**src/common/clkctl_params.svh**
```systemverilog
// offsets, field positions, reset values and counts of the clock chip control port
`ifndef CLKCTL_PARAMS_SVH
`define CLKCTL_PARAMS_SVH

// ======================================================================
// register addresses
`define ADDR_PORT_CFG   13'h000
`define ADDR_RB_SEL     13'h004
`define ADDR_PLL_MODE   13'h010
`define ADDR_PECL_BASE  13'h0F0
`define ADDR_LVDS_BASE  13'h140
`define ADDR_DIST       13'h230
`define ADDR_UPDATE     13'h232
`define ADDR_LAST       13'h232

// ======================================================================
// field positions
`define BIT_UNIDIR      0
`define BIT_LSB_FIRST   1
`define BIT_SRST        2
`define BIT_SRST_MIRROR 5
`define BIT_RB_ACTIVE   0
`define BIT_UPDATE      0
`define BIT_DIST_PD     1
`define BIT_LVDS_PD     0

// ======================================================================
// reset values and encodings
`define RST_PORT_CFG    8'h18
`define RST_RB_SEL      8'h00
`define RST_CFG_REG     8'h00
`define PLL_ASYNC_PD    2'h1
`define PLL_SYNC_PD     2'h3
`define PECL_NORMAL     2'h0
`define PECL_SAFE_PD    2'h2
`define PECL_TOTAL_PD   2'h3

// ======================================================================
// counts
`define INSTR_BYTES     2
`define N_PECL_OUT      6
`define N_LVDS_OUT      4

`endif

```
**src/common/clkctl_pkg.sv**
```systemverilog
// types shared by the clock chip control port
`default_nettype none

package clkctl_pkg;
	typedef logic [7:0]  byte_t;
	typedef logic [12:0] addr_t;
	typedef enum logic [1:0] {
		ST_INSTR,
		ST_DATA,
		ST_DONE
	} port_state_t;
endpackage

`default_nettype wire

```
**src/rtl/clkctl_port.sv**
```systemverilog
// serial control port, reset and power-down logic of a clock generator
`include "clkctl_params.svh"
`default_nettype none

// Summary of operation
// - supply-up loads defaults, then syncs outputs
// - reset pin low returns registers to defaults
// - soft reset set and cleared via two bits
// - soft reset acts without update command
// - sleep pin low powers down core blocks
// - serial port keeps working during sleep
// - wake-up uses held or newly written settings
// - no calibration on wake; release of sleep syncs outputs
// - async PLL power-down right at update
// - sync PLL power-down at charge-pump event
// - distribution power-down bit; also sync trigger
// - LVPECL two-bit power-down mode decode
// - each output individually powered down
// - sample on rising, drive on falling edge
// - direction bit moves readback to separate pin
// - chip select high tristates; falling starts cycle
// - stall on byte boundaries keeps position, except in streaming
// - off-boundary chip select rise drops partial data, ends transfer
// - streaming auto-steps address until chip select or until the top register is done
// - sixteen-bit instruction precedes data
// - instruction decodes direction, length, address
// - instruction layout: rw, length, address
// - address decrements msb-first, increments lsb-first
// - shadow writes; update copies to active
// - streaming stops at top register
module clkctl_port
	import clkctl_pkg::*;
#(
	parameter int N_PECL = `N_PECL_OUT,
	parameter int N_LVDS = `N_LVDS_OUT
) (
	// clock and reset
	input  wire logic                clk_sys,
	input  wire logic                reset,
	// device pins
	input  wire logic                reset_pin_n,
	input  wire logic                sleep_pin_n,
	input  wire logic                sclk,
	input  wire logic                cs_n,
	input  wire logic                sdio_in,
	output logic                     sdio_out,
	output logic                     sdio_oe,
	output logic                     separate_readback_pin,
	output logic                     separate_readback_oe,
	// core side
	input  wire logic                cp_event,
	input  wire logic                reg_hold,
	output logic                     write_ready,
	output logic                     pll_pd,
	output logic                     core_off,
	output logic                     dist_pd,
	output logic                     sync_hold,
	output logic [2*N_PECL-1:0]      pecl_mode,
	output logic [N_LVDS-1:0]        lvds_off
);
	import clkctl_pkg::*;

	localparam int NREG     = N_PECL + N_LVDS + 2;
	localparam int SLOT_W   = $clog2(NREG);
	localparam int SL_LVDS  = N_PECL + 1;
	localparam int SL_DIST  = N_PECL + N_LVDS + 1;

	// ==================================================================
	// pin synchronisers
	logic [4:0] pin_s1_q, pin_s2_q;
	logic       sclk_s3_q, cs_s3_q;
	logic       sclk_s, cs_s, din_s, sleep_s, rstpin_s;
	logic       rise, fall, cs_rise, rst_all;

	always_ff @(posedge clk_sys) begin
		if (reset) begin
			// idle levels: sclk low, cs high, so no false edge after reset
			pin_s1_q  <= 5'h1A;
			pin_s2_q  <= 5'h1A;
			sclk_s3_q <= 1'b0;
			cs_s3_q   <= 1'b1;
		end else begin
			pin_s1_q  <= {reset_pin_n, sleep_pin_n, sdio_in, cs_n, sclk};
			pin_s2_q  <= pin_s1_q;
			sclk_s3_q <= pin_s2_q[0];
			cs_s3_q   <= pin_s2_q[1];
		end
	end

	assign sclk_s     = pin_s2_q[0];
	assign cs_s       = pin_s2_q[1];
	assign din_s      = pin_s2_q[2];
	assign sleep_s    = ~pin_s2_q[3];
	assign rstpin_s   = ~pin_s2_q[4];
	assign rise       = sclk_s & ~sclk_s3_q & ~cs_s;
	assign fall       = ~sclk_s & sclk_s3_q & ~cs_s;
	assign cs_rise    = cs_s & ~cs_s3_q;
	assign rst_all    = reset | rstpin_s;

	// ==================================================================
	// address helpers
	function automatic logic [SLOT_W:0] slot_of(input addr_t a);
		slot_of = '0;
		if (a == `ADDR_PLL_MODE) begin
			slot_of = {1'b1, SLOT_W'(0)};
		end else if (a >= `ADDR_PECL_BASE && a < `ADDR_PECL_BASE + 13'(N_PECL)) begin
			slot_of = {1'b1, SLOT_W'(a - `ADDR_PECL_BASE + 13'h001)};
		end else if (a >= `ADDR_LVDS_BASE && a < `ADDR_LVDS_BASE + 13'(N_LVDS)) begin
			slot_of = {1'b1, SLOT_W'(a - `ADDR_LVDS_BASE + 13'(SL_LVDS))};
		end else if (a == `ADDR_DIST) begin
			slot_of = {1'b1, SLOT_W'(SL_DIST)};
		end
	endfunction

	function automatic addr_t step_addr(input addr_t a, input logic lsb);
		if (lsb) begin
			step_addr = 13'(a + 13'h001);
		end else begin
			step_addr = (a == 13'h000) ? `ADDR_LAST : 13'(a - 13'h001);
		end
	endfunction

	// ==================================================================
	// configuration state
	byte_t        shadow_q [NREG];
	byte_t        shadow_d [NREG];
	byte_t        active_q [NREG];
	byte_t        active_d [NREG];
	byte_t        port_cfg_q, port_cfg_d;
	byte_t        rb_sel_q, rb_sel_d;
	logic         pll_pd_q, pll_pd_d;
	logic         pd_pend_q, pd_pend_d;
	logic         lsb_first, unidir, soft_rst;
	logic         buf_valid, buf_ready;
	logic [20:0]  buf_data;
	addr_t        wr_addr;
	byte_t        wr_byte;
	logic [SLOT_W:0] wslot;

	assign lsb_first = port_cfg_q[`BIT_LSB_FIRST];
	assign unidir    = port_cfg_q[`BIT_UNIDIR];
	assign soft_rst  = port_cfg_q[`BIT_SRST] & port_cfg_q[`BIT_SRST_MIRROR];
	assign wr_addr   = buf_data[20:8];
	assign wr_byte   = buf_data[7:0];
	assign wslot     = slot_of(wr_addr);

	always_comb begin
		shadow_d   = shadow_q;
		active_d   = active_q;
		port_cfg_d = port_cfg_q;
		rb_sel_d   = rb_sel_q;
		pll_pd_d   = pll_pd_q;
		pd_pend_d  = pd_pend_q;
		if (buf_valid && !reg_hold) begin
			if (wr_addr == `ADDR_PORT_CFG) begin
				port_cfg_d = wr_byte;
			end else if (wr_addr == `ADDR_RB_SEL) begin
				rb_sel_d = wr_byte;
			end else if (wr_addr == `ADDR_UPDATE && wr_byte[`BIT_UPDATE]) begin
				active_d = shadow_q;
				if (shadow_q[0][1:0] == `PLL_ASYNC_PD) begin
					pll_pd_d  = 1'b1;
					pd_pend_d = 1'b0;
				end else if (shadow_q[0][1:0] == `PLL_SYNC_PD) begin
					pd_pend_d = ~pll_pd_q;
				end else begin
					pll_pd_d  = 1'b0;
					pd_pend_d = 1'b0;
				end
			end else if (wslot[SLOT_W]) begin
				shadow_d[wslot[SLOT_W-1:0]] = wr_byte;
			end
		end
		if (pd_pend_q && cp_event) begin
			pll_pd_d  = 1'b1;
			pd_pend_d = 1'b0;
		end
		if (soft_rst) begin
			// no update needed: defaults land in both copies at once
			for (int i = 0; i < NREG; i++) begin
				shadow_d[i] = `RST_CFG_REG;
				active_d[i] = `RST_CFG_REG;
			end
			rb_sel_d  = `RST_RB_SEL;
			pll_pd_d  = 1'b0;
			pd_pend_d = 1'b0;
		end
	end

	always_ff @(posedge clk_sys) begin
		if (rst_all) begin
			for (int i = 0; i < NREG; i++) begin
				shadow_q[i] <= `RST_CFG_REG;
				active_q[i] <= `RST_CFG_REG;
			end
			port_cfg_q <= `RST_PORT_CFG;
			rb_sel_q   <= `RST_RB_SEL;
			pll_pd_q   <= 1'b0;
			pd_pend_q  <= 1'b0;
		end else begin
			shadow_q   <= shadow_d;
			active_q   <= active_d;
			port_cfg_q <= port_cfg_d;
			rb_sel_q   <= rb_sel_d;
			pll_pd_q   <= pll_pd_d;
			pd_pend_q  <= pd_pend_d;
		end
	end

	// ==================================================================
	// serial engine
	port_state_t state_q, state_d;
	logic [2:0]  pos_q, pos_d;
	logic        ibyte_q, ibyte_d;
	logic [15:0] isr_q, isr_d;
	byte_t       dsr_q, dsr_d;
	byte_t       new_byte;
	logic        rw_q, rw_d;
	logic [1:0]  len_q, len_d;
	logic [1:0]  cnt_q, cnt_d;
	addr_t       addr_q, addr_d;
	logic        load_q, load_d;
	logic        push;
	logic [15:0] instr;

	assign new_byte = lsb_first ? {din_s, dsr_q[7:1]} : {dsr_q[6:0], din_s};
	assign instr    = lsb_first ? {din_s, isr_q[15:1]} : {isr_q[14:0], din_s};

	always_comb begin
		state_d = state_q;
		pos_d   = pos_q;
		ibyte_d = ibyte_q;
		isr_d   = isr_q;
		dsr_d   = dsr_q;
		rw_d    = rw_q;
		len_d   = len_q;
		cnt_d   = cnt_q;
		addr_d  = addr_q;
		load_d  = 1'b0;
		push    = 1'b0;
		if (cs_rise && (pos_q != 3'h0 || state_q == ST_DONE
				|| (state_q == ST_DATA && len_q == 2'h3))) begin
			// off-boundary rise or end of cycle: drop partial data
			state_d = ST_INSTR;
			pos_d   = 3'h0;
			ibyte_d = 1'b0;
		end else if (rise) begin
			pos_d = 3'(pos_q + 3'h1);
			case (state_q)
				ST_INSTR: begin
					isr_d = instr;
					if (pos_q == 3'h7) begin
						ibyte_d = 1'b1;
						if (ibyte_q) begin
							rw_d    = instr[15];
							len_d   = instr[14:13];
							addr_d  = instr[12:0];
							cnt_d   = 2'h0;
							ibyte_d = 1'b0;
							load_d  = 1'b1;
							state_d = ST_DATA;
						end
					end
				end
				ST_DATA: begin
					dsr_d = new_byte;
					if (pos_q == 3'h7) begin
						push   = ~rw_q;
						addr_d = step_addr(addr_q, lsb_first);
						cnt_d  = 2'(cnt_q + 2'h1);
						load_d = 1'b1;
						if (len_q == 2'h3) begin
							if (addr_q == `ADDR_LAST) begin
								state_d = ST_DONE;
							end
						end else if (cnt_q == len_q) begin
							state_d = ST_DONE;
						end
					end
				end
				default: begin
					pos_d = pos_q;
				end
			endcase
		end
	end

	always_ff @(posedge clk_sys) begin
		if (rst_all) begin
			state_q <= ST_INSTR;
			pos_q   <= 3'h0;
			ibyte_q <= 1'b0;
			isr_q   <= 16'h0000;
			dsr_q   <= 8'h00;
			rw_q    <= 1'b0;
			len_q   <= 2'h0;
			cnt_q   <= 2'h0;
			addr_q  <= 13'h0000;
			load_q  <= 1'b0;
		end else begin
			state_q <= state_d;
			pos_q   <= pos_d;
			ibyte_q <= ibyte_d;
			isr_q   <= isr_d;
			dsr_q   <= dsr_d;
			rw_q    <= rw_d;
			len_q   <= len_d;
			cnt_q   <= cnt_d;
			addr_q  <= addr_d;
			load_q  <= load_d;
		end
	end

	// stalled words wait here while the register side is held
	pair_buffer #(.WIDTH(21), .DEPTH(2)) u_wbuf (
		.clk_sys   (clk_sys),
		.reset     (rst_all),
		.in_valid  (push),
		.in_ready  (buf_ready),
		.in_data   ({addr_q, new_byte}),
		.out_valid (buf_valid),
		.out_ready (~reg_hold),
		.out_data  (buf_data)
	);

	// ==================================================================
	// readback path
	byte_t           tx_q, tx_d, rd_byte;
	logic [SLOT_W:0] rslot;
	logic            bit_q, bit_d, drive_q, drive_d;

	assign rslot = slot_of(addr_q);

	always_comb begin
		rd_byte = 8'h00;
		if (addr_q == `ADDR_PORT_CFG) begin
			rd_byte = port_cfg_q;
		end else if (addr_q == `ADDR_RB_SEL) begin
			rd_byte = rb_sel_q;
		end else if (rslot[SLOT_W]) begin
			rd_byte = rb_sel_q[`BIT_RB_ACTIVE] ? active_q[rslot[SLOT_W-1:0]]
				: shadow_q[rslot[SLOT_W-1:0]];
		end
		tx_d    = load_q ? rd_byte : tx_q;
		bit_d   = bit_q;
		drive_d = ~cs_s & (state_q == ST_DATA) & rw_q;
		if (fall) begin
			bit_d = lsb_first ? tx_q[pos_q] : tx_q[3'h7 - pos_q];
		end
	end

	always_ff @(posedge clk_sys) begin
		if (rst_all) begin
			tx_q    <= 8'h00;
			bit_q   <= 1'b0;
			drive_q <= 1'b0;
		end else begin
			tx_q    <= tx_d;
			bit_q   <= bit_d;
			drive_q <= drive_d;
		end
	end

	// ==================================================================
	// outputs, all registered
	logic por_q;

	always_ff @(posedge clk_sys) begin
		if (rst_all) begin
			por_q                 <= 1'b1;
			write_ready           <= 1'b1;
			sdio_out              <= 1'b0;
			sdio_oe               <= 1'b0;
			separate_readback_pin <= 1'b0;
			separate_readback_oe  <= 1'b0;
			pll_pd                <= 1'b0;
			core_off              <= 1'b0;
			dist_pd               <= 1'b0;
			sync_hold             <= 1'b1;
			pecl_mode             <= '0;
			lvds_off              <= '0;
		end else begin
			por_q                 <= 1'b0;
			write_ready           <= buf_ready;
			sdio_out              <= bit_d;
			sdio_oe               <= drive_d & ~unidir;
			separate_readback_pin <= bit_d;
			separate_readback_oe  <= drive_d & unidir;
			pll_pd                <= pll_pd_d | sleep_s;
			core_off              <= sleep_s;
			dist_pd               <= active_d[SL_DIST][`BIT_DIST_PD];
			// release of the last of these to clear is the output sync point
			sync_hold             <= por_q | soft_rst | sleep_s
				| active_d[SL_DIST][`BIT_DIST_PD];
			for (int i = 0; i < N_PECL; i++) begin
				pecl_mode[2*i +: 2] <= sleep_s ? `PECL_SAFE_PD
					: active_d[i+1][1:0];
			end
			for (int i = 0; i < N_LVDS; i++) begin
				lvds_off[i] <= sleep_s | active_d[SL_LVDS+i][`BIT_LVDS_PD]
					| active_d[SL_DIST][`BIT_DIST_PD];
			end
		end
	end
endmodule

`default_nettype wire

```
**src/rtl/pair_buffer.sv**
```systemverilog
// two-entry buffer with valid and ready on both sides
`default_nettype none

module pair_buffer #(
	parameter int WIDTH = 21,
	parameter int DEPTH = 2
) (
	// clock and reset
	input  wire logic             clk_sys,
	input  wire logic             reset,
	// filling side
	input  wire logic             in_valid,
	output logic                  in_ready,
	input  wire logic [WIDTH-1:0] in_data,
	// draining side
	output logic                  out_valid,
	input  wire logic             out_ready,
	output logic [WIDTH-1:0]      out_data
);
	localparam int PW = (DEPTH > 1) ? $clog2(DEPTH) : 1;

	logic [WIDTH-1:0] mem_q [DEPTH];
	logic [WIDTH-1:0] mem_d [DEPTH];
	logic [PW-1:0]    wr_q, wr_d, rd_q, rd_d;
	logic [PW:0]      cnt_q, cnt_d;
	logic             push, pop;

	assign in_ready  = (cnt_q != (PW+1)'(DEPTH));
	assign out_valid = (cnt_q != '0);
	assign out_data  = mem_q[rd_q];
	assign push      = in_valid & in_ready;
	assign pop       = out_valid & out_ready;

	function automatic logic [PW-1:0] step(input logic [PW-1:0] p);
		step = (p == PW'(DEPTH - 1)) ? '0 : PW'(p + 1'b1);
	endfunction

	always_comb begin
		mem_d = mem_q;
		wr_d  = wr_q;
		rd_d  = rd_q;
		cnt_d = cnt_q;
		if (push) begin
			mem_d[wr_q] = in_data;
			wr_d        = step(wr_q);
		end
		if (pop) begin
			rd_d = step(rd_q);
		end
		if (push && !pop) begin
			cnt_d = (PW+1)'(cnt_q + 1'b1);
		end else if (pop && !push) begin
			cnt_d = (PW+1)'(cnt_q - 1'b1);
		end
	end

	always_ff @(posedge clk_sys) begin
		if (reset) begin
			wr_q  <= '0;
			rd_q  <= '0;
			cnt_q <= '0;
		end else begin
			wr_q  <= wr_d;
			rd_q  <= rd_d;
			cnt_q <= cnt_d;
		end
		mem_q <= mem_d;
	end
endmodule

`default_nettype wire

```
**config.mk**
```make
export PLATFORM = sky130hd
export DESIGN_NAME = clkctl_port
export DESIGN_NICKNAME = d
export VERILOG_FILES = /design/src/common/clkctl_pkg.sv /design/src/rtl/clkctl_port.sv /design/src/rtl/pair_buffer.sv
export VERILOG_INCLUDE_DIRS = /design/src /design/src/common
export SDC_FILE = /design/constraint.sdc
export NUM_CORES = 1
export LEC_CHECK = 0
export ABC_AREA = 0
export BUFFER_PORTS_ARGS = -buffer_cell sky130_fd_sc_hd__buf_2
export CAP_MARGIN = 30
export CORE_MARGIN = 3
export CORE_UTILIZATION = 55
export DETAILED_ROUTE_END_ITERATION = 16
export PLACE_DENSITY = 0.81
export SLEW_MARGIN = 20
export SYNTH_ARGS = -nofsm -noshare
export SYNTH_HDL_FRONTEND = slang
export SYNTH_HIERARCHICAL = 1
export SYNTH_SLANG_ARGS = --single-unit
```
**constraint.sdc**
```tcl
create_clock -name clk_sys -period 3.35 [get_ports clk_sys]
set_input_delay 0.335 -clock clk_sys [delete_from_list [all_inputs] [get_ports clk_sys]]
set_output_delay 0.335 -clock clk_sys [all_outputs]
set_load 0.05 [all_outputs]
```
==> out/results.md <==
Status
- result of the run: completed

Synthesis
- Mapped Nets: 1814
- Mapped Avg Cell Area: 8.80 µm²
- yosys warns: 6
- cell count after synthesis: 1793
- cell area after technology mapping: 15800 µm²
- count of state elements after synthesis: 349
- commonest register cell after synthesis: dfxtp_1
- number of flops mapped to enable cells by yosys: 42
- fraction of the yosys area taken by sequential cells: 46.9%
- fraction of registers with async set or reset after synthesis: 0%
- post-synth cell types: 75

Routing
- remaining antenna violation count after routing: 0
- detailed-route DRC error count: 0
- Starting DRT DRC Count: 1944
- DR pass1 iterations: 6
- post-DR vias/cell: 6.17
- detailed-route wire length: 45000 µm
- total via count in the routed design: 13900
- wire per inst: 20.0 µm

Timing
- setup_tns: 0 ns
- number of setup violations in the final report: 0
- shortest period the worst path allows: 3.33 ns
- number of max-slew violations in the final report: 0
- Tightest Pin Transition: 0.854 ns
- WHS: 0.0134 ns
- fmax: 300 MHz
- largest clock skew in the final design: 0.0243 ns
- number of hold violations in the final report: 0
- worst slew margin relative to its limit: 43.0%
- fin crit share: 99.4%

Power
- Comb power frac: 1.6%
- total power draw: 0.00854 W
- power dissipated by switching net loads: 0.00181 W
- IR drop worst, VDD: 0.000468 V
- proportion of power drawn by flip-flops and latches: 49.6%
- power density relative to cell area: 469 nW/µm²
- part of the power in the clock network: 48.8%
- leakage power summed over all cells: 6.49 nW
- switching share of power: 21.2%
- internal power component: 0.00673 W

Worst hold path
- worst-case hold path end point: pin_s1_q[3]$_SDFF_PP1_
- Hold Startpoint: sleep_pin_n
- hold path cells: 2
- worst min path class: input pin to flip-flop

Global routing
- global-route wire length before repair: 71200 µm
- layer carrying the most global-route usage: met2
- met1 Resource Use GR: 39.3%
- maximum number of pins on one net before global-route repair: 71
- met3 Usage GRT: 4.58%
- number of global-route vias before repair: 13200
- met2 Use GR: 45.1%
- Remaining Overflow, GRT: 0
- number of antenna violations at the first check in global routing: 0
- GRT Resource Usage Total: 28.4%

Clock network
- clock-pin slew reported for the worst setup and hold paths after clock tree synthesis: 0.06 ns
- Bufs on Longest Clock Path: 3
- H-tree depth reported by CTS: 2
- TritonCTS clock tree: done
- Skew-Pair Late Insertion Delay: 0.53 ns
- Sinks on Clock Net: 349
- clock buffers created by TritonCTS: 38
- Root Driver: clkbuf_16

Die
- die span in y: 175 µm
- row cnt: 61
- area of the die: 30800 µm²
- I/O pins: 34
- x dimension of the die: 175 µm
- effective utilization at floorplan: 56.4%
- Core Area: 28000 µm²

Worst setup path
- crit path launch type: flip-flop
- worst reg2reg endpoint: tx_q[7]$_SDFFE_PP0P_
- Register-to-Register Setup Slack: 0.02 ns
- critical path type: flip-flop to flip-flop
- launch instance of the worst register-to-register path: addr_q[1]$_SDFFE_PP0P_
- CP max FO: 6
- worst path arrival time: 3.75 ns
- reg2reg path depth: 11
- element type at the critical path end: flip-flop
- CP required: 3.77 ns

Final layout
- area used by sequential logic in the layout: 7410 µm²
- share of final-layout standard cells stronger than drive strength 1: 15.3%
- finished layout cell area: 18200 µm²
- filler cell count in the final layout: 2150
- commonest non-fill, non-tap cell in the layout: dfxtp_1
- growth of design area from synthesis to finish: 15.4%
- post-route core utilization: 65.0%
- Final Net Count: 1865
- area used by multi-input combinational logic: 7880 µm²
- highest-count cells in the layout ignoring fill and taps: 305 x dfxtp_1, 294 x nand2_1, 212 x nor2_1
- antenna diode count: 0

Run
- maxcap violations: 0

Placement
- final weighted congestion in routability-driven placement: 0.998
- hpwl dp: 30000 µm
- cell area reported after detailed placement: 16800 µm²
- IO buf count: 33

==> how the worst max path moves through the flow <==
| stage | to | slack, ns | cells past startpoint | from |
|---|---|---|---|---|
| floorplan | shadow_q[89]$_SDFFE_PP0P_ | 0.03 | 12 | u_wbuf/rd_q$_SDFFE_PP0P_ |
| finish | tx_q[7]$_SDFFE_PP0P_ | 0.02 | 11 | addr_q[1]$_SDFFE_PP0P_ |
| detailed placement | shadow_q[57]$_SDFFE_PP0P_ | 0.07 | 13 | u_wbuf/rd_q$_SDFFE_PP0P_ |
| CTS | shadow_q[50]$_SDFFE_PP0P_ | 0.05 | 14 | u_wbuf/rd_q$_SDFFE_PP0P_ |
| global placement | shadow_q[35]$_SDFFE_PP0P_ | 0.16 | 12 | u_wbuf/rd_q$_SDFFE_PP0P_ |
| global route | shadow_q[84]$_SDFFE_PP0P_ | -0.01 | 15 | u_wbuf/rd_q$_SDFFE_PP0P_ |
==> metrics by stage <==
stage | worst slack [ns] | std cells
after floorplan | 0.0255 | 1793
after global placement | 0.157 | 2178
after detailed placement | 0.0690 | 2178
after CTS | 0.0493 | 2249
after global routing | -0.0119 | 2251
final | 0.0215 | 2251
==> power by group through the flow <==
stage | combinational [W] | clock, W | sequential (W)
6_report | 0.000134 | 0.00417 | 0.00424
5_1_grt | 0.000143 | 0.00436 | 0.00424
4_1_cts | 0.000131 | 0.00420 | 0.00424
3_5_place_dp | 0.000129 | 0 | 0.00433
3_3_place_gp | 0.000127 | 0 | 0.00433
2_1_floorplan | 0.0000756 | 0 | 0.00435
==> state kept, by name (all words and copies together), names as in the netlist, 2 cells and up <==
signal and count:
port_cfg_q 8, cnt_q 2, u_wbuf/mem_q 42, lvds_off 4
state_q 2, len_q 2, tx_q 8, pin_s1_q 5
addr_q 13, dsr_q 8, pecl_mode 12, shadow_q 96
isr_q 16, u_wbuf/cnt_q 2, active_q 96, pin_s2_q 5
pos_q 3, rb_sel_q 8
==> worst max-delay path, cell delays in order (launching register included) <==
cell and delay [ns]:
dfxtp_1 0.32, inv_1 0.13, ha_1 0.18, or4bb_1 0.43, or4_1 0.49, nand3_1 0.33, buf_4 0.23, a21oi_1 0.09
a211oi_1 0.48, nor4_1 0.10, buf_4 0.15, o32ai_1 0.29
==> what timing repair did <==
item | in CTS | in global routing
setup buffers | 0 | 2
gates resized for setup | 1 | 20
hold buffers | 2 | 0
setup endpoints to repair | 3 | 127
pin swaps | 0 | 6
hold endpoints to repair | 2 | 0
==> layout make-up <==
type,count,share of cell area (%)
well taps,378,2.60
flip-flops and latches,349,40.7
multi-input cells,1296,43.3
inverters,18,0.371
clock buffers,57,6.11
clock inverters,12,0.763
repair buffers,141,6.18
==> routing by layer <==
metal  vias to the layer above  share of wire, %
li1                       6429                 -
met1                      6605                42
met2                       736                45
met3                       128               9.3
met4                         0               4.0
met5                         -                 0
==> synth_stat cells (all sizes together) (12+ instances only) <==
library cell | count | share of area [%]
a211oi | 40 | 1.9
a21oi | 152 | 4.8
a31oi | 16 | 0.63
and3 | 17 | 0.71
buf | 32 | 1.1
clkbuf | 98 | 2.3
dfxtp | 307 | 39
edfxtp | 42 | 8.0
ha | 12 | 0.95
inv | 16 | 0.38
mux2 | 32 | 2.3
mux2i | 151 | 9.6
nand2 | 295 | 7.0
nand3 | 35 | 1.1
nor2 | 219 | 5.3
nor2b | 13 | 0.52
nor3 | 32 | 1.1
nor4 | 15 | 0.67
o211ai | 13 | 0.62
o21ai | 75 | 2.4
or3 | 12 | 0.48
==> cell families (layout without fill, tap and decap cells) <==
kind of cell / Yosys count / in the layout / share of synthesized area, %
multiplexers: 191 / 191 / 13.0
buffers and inverters: 148 / 228 / 3.83
flip-flops: 349 / 349 / 46.9
XOR/XNOR: 11 / 11 / 0.610
AND/OR/NAND/NOR: 709 / 709 / 20.1
AO/OA/AOI/OAI: 373 / 373 / 14.6
adder cells (fa/ha/maj): 12 / 12 / 0.951
No activity file was read; power rests on OpenSTA's default activity.
